[src/mod_timer_pkg.sv]
// constants, field layout and types of the modulo timer register block
// How it works
// overflow flag, bit 7, sets when count wraps from limit to zero
// flag clears on zero write only after a status read saw it set
// counter reset write or any limit write also clears the flag
// irq enable bit 6 drives interrupt while flag is set; reset clears it
// software clears the flag before setting the irq enable
// writing one to bit 5 zeroes the counter; bit reads zero
// halt bit 4 freezes the count; counting resumes from held value
// reset sets the halt bit
// unused status bits 3:0 and config bits 7:6 read zero
// source select bits 5:4 pick bus, fixed, external fall or rise
// changing source keeps the count
// reset selects bus clock; undefined codes fall back to bus clock
// divider bits 3:0 divide by two to the code, codes above eight by 256
// changing divider keeps the count
// reset clears divider to divide by one
// four 8-bit registers: status, clock config, count, limit
// limit zero free-runs; limit write zeroes count and flag; resets to zero
// count register is read-only live count, reset to zero
// overflow between flag read and zero write cancels the clear
// external input synchronised and edge detected before the divider
`default_nettype none
package mod_timer_pkg;
  localparam logic [3:0] OFS_STATUS_CONTROL = 4'h0;
  localparam logic [3:0] OFS_CLOCK_CONFIG   = 4'h4;
  localparam logic [3:0] OFS_CURRENT_COUNT  = 4'h8;
  localparam logic [3:0] OFS_WRAP_LIMIT     = 4'hC;
  localparam int BIT_OVERFLOW_FLAG = 7;
  localparam int BIT_IRQ_ENABLE    = 6;
  localparam int BIT_COUNTER_RESET = 5;
  localparam int BIT_COUNTER_HALT  = 4;
  localparam int SOURCE_LSB        = 4;
  localparam int DIVIDER_LSB       = 0;
  localparam logic       RST_HALT       = 1'b1;
  localparam logic       RST_IRQ_ENABLE = 1'b0;
  localparam logic [7:0] RST_COUNT      = 8'h00;
  localparam logic [7:0] RST_WRAP_LIMIT = 8'h00;
  localparam logic [3:0] RST_DIVIDER    = 4'h0;
  localparam logic [3:0] DIVIDER_MAX    = 4'h8;
  localparam logic [7:0] FREE_RUN_TOP   = 8'hFF;
  localparam logic [7:0] DIV_FULL_MASK  = 8'hFF;

  typedef enum logic [1:0] {
    SRC_BUS      = 2'b00,
    SRC_FIXED    = 2'b01,
    SRC_EXT_FALL = 2'b10,
    SRC_EXT_RISE = 2'b11
  } source_type;
  localparam source_type RST_SOURCE = SRC_BUS;

  typedef enum logic [0:0] {
    BUS_IDLE   = 1'b0,
    BUS_ANSWER = 1'b1
  } bus_state_type;

  typedef struct packed {
    source_type source;
    logic [3:0] divider;
  } clock_cfg_type;
endpackage : mod_timer_pkg
`default_nettype wire

[src/modulo_timer_registers.sv]
// modulo timer: avalon-mm register slave, clock source select, prescaler and 8-bit counter
`timescale 1ns/1ps
`default_nettype none
module modulo_timer_registers
  import mod_timer_pkg::*;
(
  input  wire logic        core_clk,
  input  wire logic        rst_n,
  input  wire logic [3:0]  address,
  input  wire logic        read,
  input  wire logic        write,
  input  wire logic [31:0] writedata,
  input  wire logic [3:0]  byteenable,
  output var  logic [31:0] readdata,
  output var  logic        waitrequest,
  input  wire logic        fixedRateClock,
  input  wire logic        externalTimerInput,
  output var  logic        overflowIrq
);

  // prescale mask: tick when the low 'code' bits of the divider count are all ones
  function automatic logic [7:0] divMask(input logic [3:0] code);
    logic [7:0] m;
    m = DIV_FULL_MASK;
    if (code <= DIVIDER_MAX) begin
      m = 8'((9'h001 << code) - 9'h001);
    end
    return m;
  endfunction : divMask

  // register state
  bus_state_type busState;
  bus_state_type next_busState;
  logic          next_waitrequest;
  logic [31:0]   next_readdata;
  logic [3:0]    respAddr;
  logic [3:0]    next_respAddr;
  logic          overflowFlag;
  logic          next_overflowFlag;
  logic          clearArmed;
  logic          next_clearArmed;
  logic          irqEnable;
  logic          next_irqEnable;
  logic          counterHalt;
  logic          next_counterHalt;
  clock_cfg_type clockCfg;
  clock_cfg_type next_clockCfg;
  logic [7:0]    count;
  logic [7:0]    next_count;
  logic [7:0]    wrapLimit;
  logic [7:0]    next_wrapLimit;
  logic [7:0]    divCount;
  logic [7:0]    next_divCount;
  logic          next_overflowIrq;

  // pin synchronisers: stage 0 feeds stage 1 only
  logic [2:0]    fixSync;
  logic [2:0]    extSync;
  logic          fixLevel;
  logic          extLevel;
  logic          next_fixLevel;
  logic          next_extLevel;
  logic          fixRise;
  logic          extRise;
  logic          extFall;

  // decoded bus events and count events
  logic          accept;
  logic          wrEn;
  logic          rdStatus;
  logic          wrStatus;
  logic          wrConfig;
  logic          wrLimit;
  logic          ctrReset;
  logic          srcTick;
  logic          countTick;
  logic          overflow;
  logic [7:0]    topValue;
  logic [7:0]    wData;

  always_comb begin
    // an input edge counts only once the last two stages agree
    next_fixLevel = (fixSync[1] == fixSync[2]) ? fixSync[2] : fixLevel;
    next_extLevel = (extSync[1] == extSync[2]) ? extSync[2] : extLevel;
    fixRise = next_fixLevel & ~fixLevel;
    extRise = next_extLevel & ~extLevel;
    extFall = ~next_extLevel & extLevel;
  end

  always_ff @(posedge core_clk) begin
    if (!rst_n) begin
      fixSync  <= 3'b000;
      extSync  <= 3'b000;
      fixLevel <= 1'b0;
      extLevel <= 1'b0;
    end else begin
      fixSync  <= {fixSync[1:0], fixedRateClock};
      extSync  <= {extSync[1:0], externalTimerInput};
      fixLevel <= next_fixLevel;
      extLevel <= next_extLevel;
    end
  end

  always_comb begin
    // a request is taken once, in the cycle before waitrequest drops
    accept   = (read | write) & (busState == BUS_IDLE);
    wrEn     = accept & write & byteenable[0];
    wData    = writedata[7:0];
    rdStatus = accept & read & (address == OFS_STATUS_CONTROL);
    wrStatus = wrEn & (address == OFS_STATUS_CONTROL);
    wrConfig = wrEn & (address == OFS_CLOCK_CONFIG);
    wrLimit  = wrEn & (address == OFS_WRAP_LIMIT);
    ctrReset = (wrStatus & wData[BIT_COUNTER_RESET]) | wrLimit;

    case (clockCfg.source)
      SRC_BUS:      srcTick = 1'b1;
      SRC_FIXED:    srcTick = fixRise;
      SRC_EXT_FALL: srcTick = extFall;
      SRC_EXT_RISE: srcTick = extRise;
      default:      srcTick = 1'b1;
    endcase

    // divider runs only while counting; a new divide code takes effect at once
    countTick = ~counterHalt & srcTick &
                ((divCount & divMask(clockCfg.divider)) == divMask(clockCfg.divider));
    topValue  = (wrapLimit == 8'h00) ? FREE_RUN_TOP : wrapLimit;
    overflow  = countTick & ~ctrReset & (count == topValue);

    next_divCount = divCount;
    if (~counterHalt & srcTick) begin
      next_divCount = divCount + 8'h01;
    end

    next_count = count;
    if (ctrReset) begin
      next_count = RST_COUNT;
    end else if (countTick) begin
      next_count = overflow ? RST_COUNT : count + 8'h01;
    end

    next_irqEnable   = irqEnable;
    next_counterHalt = counterHalt;
    if (wrStatus) begin
      next_irqEnable   = wData[BIT_IRQ_ENABLE];
      next_counterHalt = wData[BIT_COUNTER_HALT];
    end
    next_clockCfg = clockCfg;
    if (wrConfig) begin
      next_clockCfg.source  = source_type'(wData[SOURCE_LSB +: 2]);
      next_clockCfg.divider = wData[DIVIDER_LSB +: 4];
    end
    next_wrapLimit = wrLimit ? wData : wrapLimit;

    // a status read arms the clear; a fresh overflow disarms it, so the set wins
    next_clearArmed = clearArmed;
    if (overflow | ctrReset | wrStatus) begin
      next_clearArmed = 1'b0;
    end else if (rdStatus & overflowFlag) begin
      next_clearArmed = 1'b1;
    end
    next_overflowFlag = overflowFlag;
    if (ctrReset) begin
      next_overflowFlag = 1'b0;
    end else if (wrStatus & clearArmed & ~wData[BIT_OVERFLOW_FLAG]) begin
      next_overflowFlag = 1'b0;
    end
    if (overflow) begin
      next_overflowFlag = 1'b1;
    end
    next_overflowIrq = next_overflowFlag & next_irqEnable;

    next_busState    = accept ? BUS_ANSWER : BUS_IDLE;
    next_waitrequest = ~accept;
    next_respAddr    = accept ? address : respAddr;
    next_readdata    = 32'h0000_0000;
    if (accept & read) begin
      case (address)
        OFS_STATUS_CONTROL: next_readdata[7:0] = {overflowFlag, irqEnable, 1'b0,
                                                  counterHalt, 4'h0};
        OFS_CLOCK_CONFIG:   next_readdata[7:0] = {2'b00, clockCfg};
        OFS_CURRENT_COUNT:  next_readdata[7:0] = count;
        OFS_WRAP_LIMIT:     next_readdata[7:0] = wrapLimit;
        default:            next_readdata      = 32'h0000_0000;
      endcase
    end
  end

  always_ff @(posedge core_clk) begin
    if (!rst_n) begin
      busState     <= BUS_IDLE;
      waitrequest  <= 1'b1;
      readdata     <= 32'h0000_0000;
      respAddr     <= OFS_STATUS_CONTROL;
      overflowFlag <= 1'b0;
      clearArmed   <= 1'b0;
      irqEnable    <= RST_IRQ_ENABLE;
      counterHalt  <= RST_HALT;
      clockCfg     <= '{source: RST_SOURCE, divider: RST_DIVIDER};
      count        <= RST_COUNT;
      wrapLimit    <= RST_WRAP_LIMIT;
      divCount     <= 8'h00;
      overflowIrq  <= 1'b0;
    end else begin
      busState     <= next_busState;
      waitrequest  <= next_waitrequest;
      readdata     <= next_readdata;
      respAddr     <= next_respAddr;
      overflowFlag <= next_overflowFlag;
      clearArmed   <= next_clearArmed;
      irqEnable    <= next_irqEnable;
      counterHalt  <= next_counterHalt;
      clockCfg     <= next_clockCfg;
      count        <= next_count;
      wrapLimit    <= next_wrapLimit;
      divCount     <= next_divCount;
      overflowIrq  <= next_overflowIrq;
    end
  end

  property p_overflow_sets;
    @(posedge core_clk) disable iff (!rst_n)
      (countTick && !ctrReset && count == topValue) |=> (overflowFlag && count == 8'h00);
  endproperty
  a_overflow_sets: assert property (p_overflow_sets) else $error("wrap did not set flag");

  property p_two_step_clear;
    @(posedge core_clk) disable iff (!rst_n)
      (wrStatus && clearArmed && !wData[7] && !overflow) |=> !overflowFlag;
  endproperty
  a_two_step_clear: assert property (p_two_step_clear) else $error("armed clear ignored");

  property p_clear_needs_read;
    @(posedge core_clk) disable iff (!rst_n)
      (overflowFlag && wrStatus && !clearArmed && !ctrReset) |=> overflowFlag;
  endproperty
  a_clear_needs_read: assert property (p_clear_needs_read) else $error("bad clear");

  property p_counter_reset;
    @(posedge core_clk) disable iff (!rst_n)
      (wrStatus && wData[5] && !overflow) |=> (count == 8'h00 && !overflowFlag);
  endproperty
  a_counter_reset: assert property (p_counter_reset) else $error("reset bit failed");

  property p_irq_follows;
    @(posedge core_clk) disable iff (!rst_n)
      overflowIrq == (overflowFlag && irqEnable);
  endproperty
  a_irq_follows: assert property (p_irq_follows) else $error("irq mismatch");

  property p_halt_holds;
    @(posedge core_clk) disable iff (!rst_n)
      (counterHalt && !ctrReset) |=> count == $past(count);
  endproperty
  a_halt_holds: assert property (p_halt_holds) else $error("count moved while halted");

  property p_reset_values;
    @(posedge core_clk) disable iff (!rst_n)
      $rose(rst_n) |-> (counterHalt && !irqEnable && clockCfg == 6'h00 && count == 8'h00
                        && wrapLimit == 8'h00 && waitrequest);
  endproperty
  a_reset_values: assert property (p_reset_values) else $error("reset state");

  property p_unused_read_zero;
    @(posedge core_clk) disable iff (!rst_n)
      (!waitrequest && respAddr == OFS_STATUS_CONTROL) |-> (readdata[5] == 1'b0
        && readdata[3:0] == 4'h0 && readdata[31:8] == 24'h00_0000);
  endproperty
  a_unused_read_zero: assert property (p_unused_read_zero) else $error("unused bits set");

  property p_limit_write;
    @(posedge core_clk) disable iff (!rst_n)
      wrLimit |=> (count == 8'h00 && !overflowFlag && wrapLimit == $past(wData));
  endproperty
  a_limit_write: assert property (p_limit_write) else $error("limit write effect");

  property p_bus_runs;
    @(posedge core_clk) disable iff (!rst_n)
      (clockCfg.source == SRC_BUS && clockCfg.divider == 4'h0 && !counterHalt && !ctrReset
       && count != topValue) |=> count == $past(count) + 8'h01;
  endproperty
  a_bus_runs: assert property (p_bus_runs) else $error("no count at bus rate");

  // a second answer to one request would let the master take stale data
  property p_answer_one_cycle;
    @(posedge core_clk) disable iff (!rst_n)
      !waitrequest |=> waitrequest;
  endproperty
  a_answer_one_cycle: assert property (p_answer_one_cycle) else $error("long answer");

  property p_count_readonly;
    @(posedge core_clk) disable iff (!rst_n)
      (wrEn && address == OFS_CURRENT_COUNT && !countTick) |=> count == $past(count);
  endproperty
  a_count_readonly: assert property (p_count_readonly) else $error("count written");

  property p_config_keeps;
    @(posedge core_clk) disable iff (!rst_n)
      (wrConfig && !countTick) |=> count == $past(count);
  endproperty
  a_config_keeps: assert property (p_config_keeps) else $error("count cleared");

  property p_edge_counts;
    @(posedge core_clk) disable iff (!rst_n)
      (clockCfg.source == SRC_EXT_RISE && clockCfg.divider == 4'h0 && !counterHalt
       && extRise && !ctrReset && count != topValue) |=> count == $past(count) + 8'h01;
  endproperty
  a_edge_counts: assert property (p_edge_counts) else $error("edge missed");

endmodule : modulo_timer_registers
`default_nettype wire

[config.mk]
export PLATFORM = sky130hd
export DESIGN_NAME = modulo_timer_registers
export DESIGN_NICKNAME = d
export VERILOG_FILES = /design/src/mod_timer_pkg.sv /design/src/modulo_timer_registers.sv
export SDC_FILE = /design/constraint.sdc
export NUM_CORES = 1
export LEC_CHECK = 0
export BUFFER_PORTS_ARGS = -buffer_cell sky130_fd_sc_hd__buf_2
export CAP_MARGIN = 20
export CORE_ASPECT_RATIO = 0.9
export CORE_MARGIN = 5
export CORE_UTILIZATION = 40
export CTS_CLUSTER_DIAMETER = 50
export DETAILED_ROUTE_END_ITERATION = 8
export SYNTH_ARGS = -nofsm -noshare
export SYNTH_HDL_FRONTEND = slang
export SYNTH_SLANG_ARGS = --single-unit
[constraint.sdc]
create_clock -name core_clk -period 4.8 [get_ports core_clk]
set_input_delay 0.48 -clock core_clk [delete_from_list [all_inputs] [get_ports core_clk]]
set_output_delay 0.48 -clock core_clk [all_outputs]
set_load 0.01 [all_outputs]
==> results by group <==
STA
  • Final setup violation count: 0
  • Unrepaired setup endpoints after global routing: false
  • Worst clock skew: 9.69 ps
  • Slew margin rel.: 0.486
  • Fmax: between 300 and 400 MHz
  • Fin crit share: 0.564
  • Fin Setup TNS: 0 ps
  • Pins Over Slew Limit: 0
  • Tmin final: between 2000 and 3000 ps
  • Hold WS: around 370 ps
  • Worst-margin pin slew: 769 ps
  • Hold Vio Cnt, Final: 0

Global route
  • First-pass GRT wire length: between 10000 and 15000 um
  • Overall routing resource usage: 0.138
  • Number of global-route vias before repair: ~2200
  • Initial antenna violation count: 0
  • GR Overflow Total: 0
  • Pin count of the biggest net entering global routing: 36

Job
  • Max cap viols: 0

Floorplanning
  • Die Span Y: 90.6 um
  • # IOs: 80
  • Num rows: 29
  • Die Area: around 9000 um2
  • Die extent in x: between 90 and 100 um
  • Initial Utilization: 0.410
  • Core Area: 7040 um2

Detailed routing
  • Routed WL: around 6000 um
  • DRT Pass-1 Iters: 4
  • DR vias: about 2300
  • ANT nets after route: 0
  • DRC viols: 0
  • Routed WL per cell: roughly 13 um
  • Vias per inst: between 5 and 6
  • Initial DRC count: between 100 and 150

Logic synthesis
  • Area leader, netlist: dfxtp_1
  • Top-area cell type share of the netlist area: 0.368
  • Syn Std Cell Area: between 2000 and 3000 um2
  • Largest cells by area after synthesis: dfxtp_1 (37%), buf_4 (6.2%), nand2_1 (4.0%)
  • Ys async rst share: 0
  • YS warnings: 0
  • Post-synth EDFFs: 0
  • Post-synth top cells: dfxtp_1 (53), nand2_1 (31), buf_4 (24), nor2_1 (24), and2_1 (18)
  • Post-synthesis register bit count: 53
  • Register area share after synthesis: 0.368
  • Most common cell in the netlist: dfxtp_1
  • Distinct cells, synth: 55
  • Avg Cell Area, Syn: 8.66 um2
  • Mapped Cells: about 330
  • Main flop type after synthesis: dfxtp_1

Power and ir drop
  • Leakage power: 1.27 nW
  • Peak supply drop: 163 uV
  • Pwr Density: 253 nW/um2

Layout
  • Layout cell share with drive strength beyond 1: 0.143
  • Layout filler cell count: roughly 700
  • Area of the multi-input gates: ~1700 um2
  • Finished Layout Cells: about 450
  • Reg area: between 1000 and 1500 um2
  • Antenna cells: 0
  • Nets@finish: 404
  • Fin util: 0.440
  • Synth-to-Final Area Change: 7.33%

Clock network
  • Post_cts resized: 0
  • Post-CTS Setup Bufs: 0
  • CTS sink cnt: 53
  • Clock root buffer: clkbuf_8
  • Clk pin slew, worst setup/hold paths: ~100 ps
  • CTS tree: done
  • Hold buffers post-CTS: 0
  • Worst-skew pair later-pin latency: slightly above 300 ps
  • Htree depth: 2
  • Clock buffer depth: 2
  • CTS buffer count: 5

Placed design
  • IO buf count: 28
  • Post-DP HPWL: around 4400 um
  • Dpl cells: ~440
  • GP Congestion: between 0.7 and 0.8

Setup path
  • R2R depth: 11
  • Worst-path maximum fanout: 10
  • Reg-to-reg slack, setup: 2090 ps
  • CP endpoint kind: flip-flop
  • Kind of critical path: flip-flop to flip-flop
  • Worst path required time: 5050 ps
  • Critical path arrival: 2960 ps
  • Worst setup SP type: flip-flop
  • Reg-to-reg startpoint: clockCfg[2]
  • FF-to-FF End: count[4]

Outcome
  • Status: finished, final reports clean

Min path
  • Hold depth: 2
  • Endpoint, Worst Hold: fixSync[0]
  • Hold_sp: fixedRateClock
  • Min-delay worst type: input port to flip-flop
[layer usage]
metal / track usage / share of wire / up-vias / wire length [um]
met1: 0.198 / 0.50 / 1056 / 2970
met5: 0 / 0 / - / 0
met3: 0.0293 / 0.075 / 5 / 450
li1: - / - / 1175 / -
met4: 0.0432 / 0.011 / 0 / 65
met2: 0.205 / 0.42 / 71 / 2490
[how the worst max path moves through the flow]
stage                           start        to  slack (ps)  cells after the start
after floorplan           clockCfg[2]  count[2]        2410                     12
after global placement    clockCfg[2]  count[2]        2170                     11
after detailed placement  clockCfg[2]  count[2]        2130                     11
after CTS                 clockCfg[2]  count[2]        2090                     11
after global routing      clockCfg[2]  count[2]        1870                     11
final                     clockCfg[2]  count[4]        2090                     11
[final cells by class]
cell class,count,area share
Tap cell,93,0.0376
Multi-Input combinational cell,259,0.534
Timing Repair Buffer,28,0.0453
Inverter,8,0.00970
Clock buffer,5,0.0222
Clock inverter,3,0.00808
Sequential cell,53,0.343
[stage by stage]
step	setup slack, ps	area (um2)	total power (W)
6_report	2090	3100	0.000784
5_1_grt	1870	3100	0.000820
4_1_cts	2090	3100	0.000795
3_5_place_dp	2130	3000	0.000533
3_3_place_gp	2170	3000	0.000532
2_1_floorplan	2410	2970	0.000527
[power by group]
part / switching, W / internal (W) / total [W]
logic: 0.0000400 / 0.0000259 / 0.0000659
registers: 0.00000997 / 0.000447 / 0.000457
clock network: 0.000155 / 0.000106 / 0.000261
total: 0.000205 / 0.000579 / 0.000784
[worst max-delay path, cell delays in order (launching register included)]
cell and delay, ps:
dfxtp_1 410, or2_1 260, nor2_1 130, nand2b_1 100, ha_1 270, nor2b_1 170, o211a_1 230, nor3_1 160
nor2_1 100, nand4_4 180, nor2b_1 420, a221o_1 220
[layout by cell type, fill, tap and decap left out, types with 3 or more instances in the layout]
cell type  instances
conb_1            24
o211a_1            3
inv_1              8
and2_1            18
or3_1              3
dfxtp_1           53
o21ai_0            8
and3_1             5
nor3b_1            4
a221o_1            6
clkbuf_8           5
nand4_1            4
nand3_1           14
nand2_1           31
nand2b_1           5
a21oi_1            9
mux2i_1            9
nor4_1             3
nor2b_1           17
nor2_1            24
mux2_2             7
ha_1               3
nor3_1             4
xnor2_1            8
a21boi_0          10
buf_2             28
a22oi_1            7
[sequential cells by signal, indices dropped and copies added (netlist names)]
name and count:
overflowFlag 1, readdata 8, irqEnable 1, extLevel 1, count 8, busState 1, wrapLimit 8, counterHalt 1
extSync 3, fixSync 3, overflowIrq 1, waitrequest 1, clockCfg 6, divCount 8, fixLevel 1, clearArmed 1
[cell families after synthesis]
group                      count (synthesis)  share of synthesized area
DFF                                       53                      0.368
xor gates and xnor gates                   9                     0.0273
and+or+nand+nor                          149                      0.288
AOI/OAI and AO/OA                         57                      0.148
adders and majority gates                  3                     0.0130
muxes                                     17                     0.0664
other                                      1                    0.00130
buffers and inverters                     44                     0.0885
(Power assumes the default switching activity.)
